**src/hdl/acl_ip_match_regs.vh**
```
/*
  Constants for the indirect access path to the per-port access control list
  IP match bytes. Assumes a simple byte-wide register port from the switch core.
*/
// Contract
// - Table select 010 routes to access_control_list
// - Control bits 3:0 pick port 1 to 5
// - Offset register 0x6F gives byte offset
// - Data register 0xA0 moves addressed byte
// - Offsets 3,4,5 hold IP bits 23:0
// - Offset 2 holds IP bits 31:24
`ifndef ACL_IP_MATCH_REGS_VH
`define ACL_IP_MATCH_REGS_VH
`define AIM_ADDR_CTRL 8'h6e
`define AIM_ADDR_OFFSET 8'h6f
`define AIM_ADDR_DATA 8'ha0
`define AIM_TABLE_MSB 7
`define AIM_TABLE_LSB 5
`define AIM_TABLE_ACL 3'h2
`define AIM_PORT_MSB 3
`define AIM_PORT_LSB 0
`define AIM_PORT_MIN 4'h1
`define AIM_PORT_MAX 4'h5
`define AIM_OFS_BYTE3 8'h02
`define AIM_OFS_BYTE2 8'h03
`define AIM_OFS_BYTE1 8'h04
`define AIM_OFS_BYTE0 8'h05
`define AIM_RESET_BYTE 8'h00
`define AIM_RESET_REG 8'h00
`endif

```
**src/hdl/aim_port_entry.v**
```verilog
/*
  One port's IP match bytes: four byte registers selected by offset.
  Assumes write strobe is a single-cycle pulse qualified by the parent.
*/
`timescale 1ns/1ns
`include "acl_ip_match_regs.vh"
module aim_port_entry (
  input wire clk,
  input wire rst,
  input wire sel,
  input wire wrEn,
  input wire [7:0] offset,
  input wire [7:0] wrData,
  output reg [7:0] rdData,
  output wire hit,
  output wire [31:0] ipMatchValue
);
  reg [7:0] ipByte3;
  reg [7:0] ipByte2;
  reg [7:0] ipByte1;
  reg [7:0] ipByte0;

  // Offset decode of the four IP bytes
  assign hit = (offset == `AIM_OFS_BYTE3) || (offset == `AIM_OFS_BYTE2) ||
               (offset == `AIM_OFS_BYTE1) || (offset == `AIM_OFS_BYTE0);
  assign ipMatchValue = {ipByte3, ipByte2, ipByte1, ipByte0};

  // Byte storage, cleared on reset
  always @(posedge clk) begin
    if (rst) begin
      ipByte3 <= `AIM_RESET_BYTE;
      ipByte2 <= `AIM_RESET_BYTE;
      ipByte1 <= `AIM_RESET_BYTE;
      ipByte0 <= `AIM_RESET_BYTE;
    end else if (sel && wrEn) begin
      case (offset)
        `AIM_OFS_BYTE3: ipByte3 <= wrData;
        `AIM_OFS_BYTE2: ipByte2 <= wrData;
        `AIM_OFS_BYTE1: ipByte1 <= wrData;
        `AIM_OFS_BYTE0: ipByte0 <= wrData;
        default: ;
      endcase
    end
  end

  // Read mux of the addressed byte
  always @* begin
    case (offset)
      `AIM_OFS_BYTE3: rdData = ipByte3;
      `AIM_OFS_BYTE2: rdData = ipByte2;
      `AIM_OFS_BYTE1: rdData = ipByte1;
      `AIM_OFS_BYTE0: rdData = ipByte0;
      default: rdData = 8'h00;
    endcase
  end
endmodule // aim_port_entry

```
**src/hdl/aim_acl_ip_match.v**
```verilog
/*
  Indirect register bank for the per-port IP match field of the access control
  list. Assumes a synchronous byte register port: regWr/regRd one-cycle
  strobes with regAddr, read data registered one cycle after regRd.
*/
`timescale 1ns/1ns
`include "acl_ip_match_regs.vh"
module aim_acl_ip_match (
  input wire clk,
  input wire rst,
  input wire regWr,
  input wire regRd,
  input wire [7:0] regAddr,
  input wire [7:0] regWrData,
  output reg [7:0] regRdData,
  output reg regRdValid,
  output wire [159:0] ipMatchValue
);
  // Port numbers of the five entries, at the width of the port field
  localparam [3:0] PORT_1 = 4'h1;
  localparam [3:0] PORT_2 = 4'h2;
  localparam [3:0] PORT_3 = 4'h3;
  localparam [3:0] PORT_4 = 4'h4;
  localparam [3:0] PORT_5 = 4'h5;

  // Indirect select and offset registers
  reg [7:0] indCtrl;
  reg [7:0] indOffset;
  // Decoded view of the select register
  wire tableAcl;
  wire [3:0] portNum;
  wire portValid;
  wire entryOpen;
  // Register port address decode
  wire addrCtrl;
  wire addrOffset;
  wire addrData;
  wire ctrlWr;
  wire offsetWr;
  wire dataWr;
  // One select line per port entry
  wire selPort1;
  wire selPort2;
  wire selPort3;
  wire selPort4;
  wire selPort5;
  // Addressed byte of each port entry
  wire [7:0] rdPort1;
  wire [7:0] rdPort2;
  wire [7:0] rdPort3;
  wire [7:0] rdPort4;
  wire [7:0] rdPort5;
  // Offset hit of each port entry
  wire hitPort1;
  wire hitPort2;
  wire hitPort3;
  wire hitPort4;
  wire hitPort5;
  // Read path
  reg [7:0] aclByte;
  reg [7:0] next_rdData;

  // Register port address decode
  assign addrCtrl = (regAddr == `AIM_ADDR_CTRL);
  assign addrOffset = (regAddr == `AIM_ADDR_OFFSET);
  assign addrData = (regAddr == `AIM_ADDR_DATA);
  assign ctrlWr = regWr && addrCtrl;
  assign offsetWr = regWr && addrOffset;

  // Table select and port number decode
  assign tableAcl = indCtrl[`AIM_TABLE_MSB:`AIM_TABLE_LSB] == `AIM_TABLE_ACL;
  assign portNum = indCtrl[`AIM_PORT_MSB:`AIM_PORT_LSB];
  assign portValid = (portNum >= `AIM_PORT_MIN) && (portNum <= `AIM_PORT_MAX);
  // The data register reaches an entry only for the list table and ports 1..5
  assign entryOpen = tableAcl && portValid;
  assign dataWr = regWr && addrData && entryOpen;

  // Port number to entry select; ports 0 and 6..15 select no entry
  assign selPort1 = (portNum == PORT_1);
  assign selPort2 = (portNum == PORT_2);
  assign selPort3 = (portNum == PORT_3);
  assign selPort4 = (portNum == PORT_4);
  assign selPort5 = (portNum == PORT_5);

  // Control and offset registers written directly; control bit 4 is kept
  // and read back but selects nothing
  always @(posedge clk) begin
    if (rst) begin
      indCtrl <= `AIM_RESET_REG;
      indOffset <= `AIM_RESET_REG;
    end else begin
      if (ctrlWr) begin
        indCtrl <= regWrData;
      end
      if (offsetWr) begin
        indOffset <= regWrData;
      end
    end
  end

  // All entries share offset and write data; only the select line decides
  // which entry a data write lands in
  // Port 1 entry, match word in bits 31:0
  aim_port_entry uEntry1 (
    .clk(clk),
    .rst(rst),
    .sel(selPort1),
    .wrEn(dataWr),
    .offset(indOffset),
    .wrData(regWrData),
    .rdData(rdPort1),
    .hit(hitPort1),
    .ipMatchValue(ipMatchValue[31:0])
  );

  // Port 2 entry, match word in bits 63:32
  aim_port_entry uEntry2 (
    .clk(clk),
    .rst(rst),
    .sel(selPort2),
    .wrEn(dataWr),
    .offset(indOffset),
    .wrData(regWrData),
    .rdData(rdPort2),
    .hit(hitPort2),
    .ipMatchValue(ipMatchValue[63:32])
  );

  // Port 3 entry, match word in bits 95:64
  aim_port_entry uEntry3 (
    .clk(clk),
    .rst(rst),
    .sel(selPort3),
    .wrEn(dataWr),
    .offset(indOffset),
    .wrData(regWrData),
    .rdData(rdPort3),
    .hit(hitPort3),
    .ipMatchValue(ipMatchValue[95:64])
  );

  // Port 4 entry, match word in bits 127:96
  aim_port_entry uEntry4 (
    .clk(clk),
    .rst(rst),
    .sel(selPort4),
    .wrEn(dataWr),
    .offset(indOffset),
    .wrData(regWrData),
    .rdData(rdPort4),
    .hit(hitPort4),
    .ipMatchValue(ipMatchValue[127:96])
  );

  // Port 5 entry, match word in bits 159:128
  aim_port_entry uEntry5 (
    .clk(clk),
    .rst(rst),
    .sel(selPort5),
    .wrEn(dataWr),
    .offset(indOffset),
    .wrData(regWrData),
    .rdData(rdPort5),
    .hit(hitPort5),
    .ipMatchValue(ipMatchValue[159:128])
  );

  // Select the addressed list byte for the data register; a closed path,
  // an invalid port or an unmapped offset reads as zero
  always @* begin
    aclByte = `AIM_RESET_BYTE;
    if (entryOpen) begin
      case (portNum)
        PORT_1: begin
          if (hitPort1) begin
            aclByte = rdPort1;
          end
        end
        PORT_2: begin
          if (hitPort2) begin
            aclByte = rdPort2;
          end
        end
        PORT_3: begin
          if (hitPort3) begin
            aclByte = rdPort3;
          end
        end
        PORT_4: begin
          if (hitPort4) begin
            aclByte = rdPort4;
          end
        end
        PORT_5: begin
          if (hitPort5) begin
            aclByte = rdPort5;
          end
        end
        default: aclByte = `AIM_RESET_BYTE;
      endcase
    end
  end

  // Read-back mux for the register port
  always @* begin
    case (regAddr)
      `AIM_ADDR_CTRL: next_rdData = indCtrl;
      `AIM_ADDR_OFFSET: next_rdData = indOffset;
      `AIM_ADDR_DATA: next_rdData = aclByte;
      default: next_rdData = `AIM_RESET_REG;
    endcase
  end

  // Registered read answer; data is captured only on a read strobe, so it
  // stands until the next read
  always @(posedge clk) begin
    if (rst) begin
      regRdData <= `AIM_RESET_REG;
      regRdValid <= 1'b0;
    end else begin
      regRdValid <= regRd;
      if (regRd) begin
        regRdData <= next_rdData;
      end
    end
  end
endmodule // aim_acl_ip_match

```
**config.mk**
```make
export PLATFORM = sky130hd
export DESIGN_NAME = aim_acl_ip_match
export DESIGN_NICKNAME = d
export VERILOG_FILES = /design/src/hdl/aim_port_entry.v /design/src/hdl/aim_acl_ip_match.v
export VERILOG_INCLUDE_DIRS = /design/src /design/src/hdl
export SDC_FILE = /design/constraint.sdc
export NUM_CORES = 1
export LEC_CHECK = 0
export BUFFER_PORTS_ARGS = -buffer_cell sky130_fd_sc_hd__buf_2
export CAP_MARGIN = 20
export CORE_ASPECT_RATIO = 1.75
export CORE_MARGIN = 1.5
export CORE_UTILIZATION = 49
export DETAILED_ROUTE_END_ITERATION = 7
export PLACE_DENSITY = 0.76
export SETUP_SLACK_MARGIN = 0.4
export SLEW_MARGIN = 20
export SYNTH_ARGS = -nofsm -noshare
export SYNTH_HDL_FRONTEND = slang
export SYNTH_SLANG_ARGS = --single-unit
```
**constraint.sdc**
```tcl
create_clock -name clk -period 2.3 [get_ports clk]
set_input_delay 0.23 -clock clk [delete_from_list [all_inputs] [get_ports clk]]
set_output_delay 0.23 -clock clk [all_outputs]
set_load 0.005 [all_outputs]
```
==> run summary <==
FLOORPLAN
--------------------------------------------------------------------------------------------------------
Number of placed I/O pins                                                                            189
Die outline width                                                                                 103 um
Total core area                                                                               17,000 um2
Die height                                                                                        178 um
Total die area                                                                                18,300 um2
Number of core rows                                                                                   63
Initial standard-cell utilization of the core                                                      50.2%

CRITICAL PATH
--------------------------------------------------------------------------------------------------------
Critical path fanouts, max                                                                             8
Master of the slowest instance on the critical path                                               or4b_4
Required @ worst endpoint                                                                        2.58 ns
Critical Path Sink Type                                                                             flop
Crit path kind                                                                                reg -> reg
Longest individual stage delay on the worst path                                                 0.52 ns
Critical Path Start Type                                                                            flop
Cells along the critical path                                                               or4b_4 -> buf_8 -> nor4_4 -> buf_6 -> nand3_4 -> mux2i_1 -> nor2_1
Arrival time of the worst setup path                                                             2.39 ns

SYNTHESIS
--------------------------------------------------------------------------------------------------------
Number of flops mapped to enable cells by yosys                                                        0
Sequential fraction of the synthesis area                                                          43.3%
Area of the mapped netlist                                                                      8550 um2
Cell accounting for the most synthesized area                                                    dfxtp_1
Synth Warn #                                                                                           0
Top cells by area, synth                                                                    dfxtp_1 43%, mux2i_1 29%, nor2_1 7.9%
Post-synthesis instance total                                                                        853
Area share of the leading cell type in the synthesized netlist                                     43.3%
Async set-or-reset flop fraction in the synthesized netlist                                           0%
Avg Inst Size Synth                                                                             10.0 um2
Synthesized Nets                                                                                     873
Number of register bits inferred by synthesis                                                        185
Leading register cell type out of synthesis                                                      dfxtp_1
Distinct cells, synth                                                                                 41

FINISH
--------------------------------------------------------------------------------------------------------
Count of non-filler cells in the finished layout                                                   1,287
Proportion of layout cells with a drive suffix above 1                                             32.0%
Number of nets in the layout                                                                       1,067
Synthesis-to-layout area growth                                                                    28.2%
Diodes inserted                                                                                        0

PLACE
--------------------------------------------------------------------------------------------------------
Inst Count DP                                                                                      1,230
DP Worst Slack                                                                                 0.0114 ns
HPWL after DPL                                                                                 18,700 um
Port Buffers                                                                                         188
GP Congestion                                                                                      0.911

STA
--------------------------------------------------------------------------------------------------------
Setup-violating endpoint count in the final report                                                     0
Tightest slew margin relative to the limit                                                         41.9%
Period minus WS final                                                                            2.11 ns
Actual slew at the worst max-slew pin                                                           0.872 ns
Setup repair after global routing missed its margin                                                 true
Maximum clock frequency                                                                          474 MHz
Portion of the clock cycle consumed by the worst path in the final layout                          91.7%
Smallest hold slack                                                                             0.209 ns
TNS Setup                                                                                           0 ns
Setup ws final                                                                                  0.190 ns
Max-slew violation count                                                                               0
Final setup skew                                                                               0.0138 ns
Final Hold Fails                                                                                       0

POWER
--------------------------------------------------------------------------------------------------------
Portion of total power attributed to sequential cells                                              51.5%
Switching power as a share of total power                                                          24.3%
Proportion of power drawn by the clock network                                                     45.7%
Comb power frac                                                                                     2.9%
Switching component of the power                                                                 1.51 mW
Worst-case vdd ir drop                                                                          0.448 mV
Post-route total power                                                                           6.21 mW
Internal Pwr Total                                                                               4.70 mW
Power Density                                                                                 566 nW/um2
Static Leak                                                                                      5.54 nW

OUTCOME
--------------------------------------------------------------------------------------------------------
Status                                                                                      complete, no violations

CLOCK TREE
--------------------------------------------------------------------------------------------------------
Clock insertion delay at the later pin of the skew report                                        0.44 ns
Maximum level of the CTS H-tree                                                                        4
Clock buffer count from CTS                                                                           17
Clock tree from TritonCTS                                                                          built
Buffers from clock root to sink, at most                                                               2
Root Driver                                                                                    clkbuf_16
Number of sinks on the clock net                                                                     185
Post-CTS clock slew at the launch and capture registers of the worst setup and hold paths        0.07 ns

GRT
--------------------------------------------------------------------------------------------------------
Wire length of the first global-routing pass                                                   41,000 um
Combined global-route utilization of all metal layers                                              30.2%
Number of antenna violations at the first check in global routing                                      0
Total gr overflow                                                                                      0
Maximum number of pins on one net before global-route repair                                         184
Vias in the first global route                                                                     7,139

ROUTING
--------------------------------------------------------------------------------------------------------
Antenna Violating Nets Remaining                                                                       0
Routed length per placed instance                                                                21.6 um
Count of vias placed by the detailed router                                                        7,538
Violation count after the first detailed-route iteration                                             462
DRC violation count after routing                                                                      0
Total routed wirelength                                                                        27,800 um
DRT Pass-1 Iters                                                                                       5
Via count normalized by instance count                                                              5.86

FLOW RUN
--------------------------------------------------------------------------------------------------------
Number of violations of the max-capacitance limit                                                      0

HOLD PATH
--------------------------------------------------------------------------------------------------------
Worst Hold Class                                                                               in -> reg

## per-layer routing
metal | track usage [%] | part of all wire, %
met5 | 0 | 0
met4 | 21.7 | 6.8
met2 | 51.0 | 51
met1 | 33.3 | 36
met3 | 5.44 | 5.9
## cell type report
class	count	area (um2)
Multi-Input combinational cell	595	4740
Inverter	1	3.75
Sequential cell	185	3730
Fill cell	1395	6060
Clock inverter	13	128
Tap cell	227	284
Clock buffer	19	443
Timing Repair Buffer	247	1640
## per-stage QoR
step / cell area, um2 / utilization, %
2_1_floorplan: 8600 / -
3_3_place_gp: 9900 / 58.2
3_5_place_dp: 9900 / 58.2
4_1_cts: 10900 / 64.1
5_1_grt: 11000 / 64.4
6_report: 11000 / 64.4
## power groups by stage
stage	Combinational [mW]	Sequential, mW	Clock (mW)
2_1_floorplan	0.102	3.28	0
3_5_place_dp	0.169	3.28	0
4_1_cts	0.173	3.20	2.86
3_3_place_gp	0.169	3.28	0
5_1_grt	0.185	3.20	3.00
6_report	0.178	3.20	2.84
## placed cells by master, fill, tap and decap left out, types with 3 or more instances in the layout
| master | Yosys | layout |
|---|---|---|
| dfxtp_2 | 0 | 6 |
| buf_12 | 0 | 11 |
| nor4_4 | 4 | 5 |
| o2111ai_1 | 5 | 3 |
| buf_2 | 9 | 187 |
| a31oi_1 | 7 | 7 |
| nor2b_1 | 11 | 11 |
| o2bb2ai_1 | 7 | 7 |
| nand2_1 | 10 | 8 |
| o22ai_1 | 35 | 35 |
| nand3_4 | 10 | 19 |
| a22oi_1 | 19 | 17 |
| nor2_1 | 179 | 178 |
| mux2i_1 | 249 | 249 |
| nor4b_2 | 0 | 3 |
| buf_4 | 1 | 34 |
| o21ai_0 | 3 | 3 |
| nand2b_1 | 5 | 4 |
| nand3_2 | 10 | 4 |
| a22o_1 | 3 | 3 |
| clkinv_4 | 0 | 4 |
| inv_8 | 0 | 4 |
| inv_6 | 0 | 3 |
| clkbuf_16 | 0 | 17 |
| buf_6 | 1 | 9 |
| dfxtp_4 | 0 | 4 |
| nand4b_1 | 4 | 4 |
| mux2_2 | 7 | 7 |
| dfxtp_1 | 185 | 175 |
## final timing paths
| kind | cells after the start | end | slack, ns | startpoint |
|---|---|---|---|---|
| worst max register to register | 7 | uEntry3.ipByte0[7]$_SDFFE_PP0P_ | 0.19 | indCtrl[7]$_SDFFE_PP0P_ |
| worst max-delay path | 7 | uEntry3.ipByte0[7]$_SDFFE_PP0P_ | 0.19 | indCtrl[7]$_SDFFE_PP0P_ |
| worst min register to register | 2 | indCtrl[4]$_SDFFE_PP0P_ | 0.51 | indCtrl[4]$_SDFFE_PP0P_ |
| worst min-delay path | 2 | regRdValid$_SDFF_PP0_ | 0.21 | regRd |
## worst max-delay path: cells and delay by family (launching register included)
| kind | cells | cell delay [ns] |
|---|---|---|
| and+or+nand+nor | 4 | 1.02 |
| buffers and inverters | 2 | 0.36 |
| DFF | 1 | 0.34 |
| muxes | 1 | 0.22 |
## cells in the mapped netlist (2+ instances only)
master,n
dfxtp_1,185
o2bb2ai_1,7
nand3_1,5
nor4_4,4
mux2i_1,249
a31oi_1,7
buf_2,9
nor3_1,2
nand2b_1,5
nand3_4,10
buf_1,8
nand4b_1,4
o2111ai_1,5
o22ai_1,35
clkbuf_1,53
a22o_1,3
nor4bb_1,2
nor2b_1,11
nand3_2,10
nor2_1,179
mux2_2,7
or4bb_1,3
o21ai_0,3
nor4b_1,3
a22oi_1,19
nand2_1,10
## repair_timing
action / 4_1_cts / 5_1_grt
pin swaps: 33 / 55
resized for setup: 41 / 9
gates cloned: 4 / 0
hold buffers: 1 / 0
setup endpoints to repair: 168 / 168
endpoints found under the hold margin: 1 / 0
buffers inserted: 17 / 3
## logic make-up after synthesis
logic type             Yosys count  share of synthesized area (%)
muxes                          256                           30.1
and+or+nand+nor                256                           16.3
DFF                            185                           43.3
AOI/OAI and AO/OA               83                           6.90
buffers and inverters           73                           3.47
No activity file was read; power rests on OpenSTA's default activity.
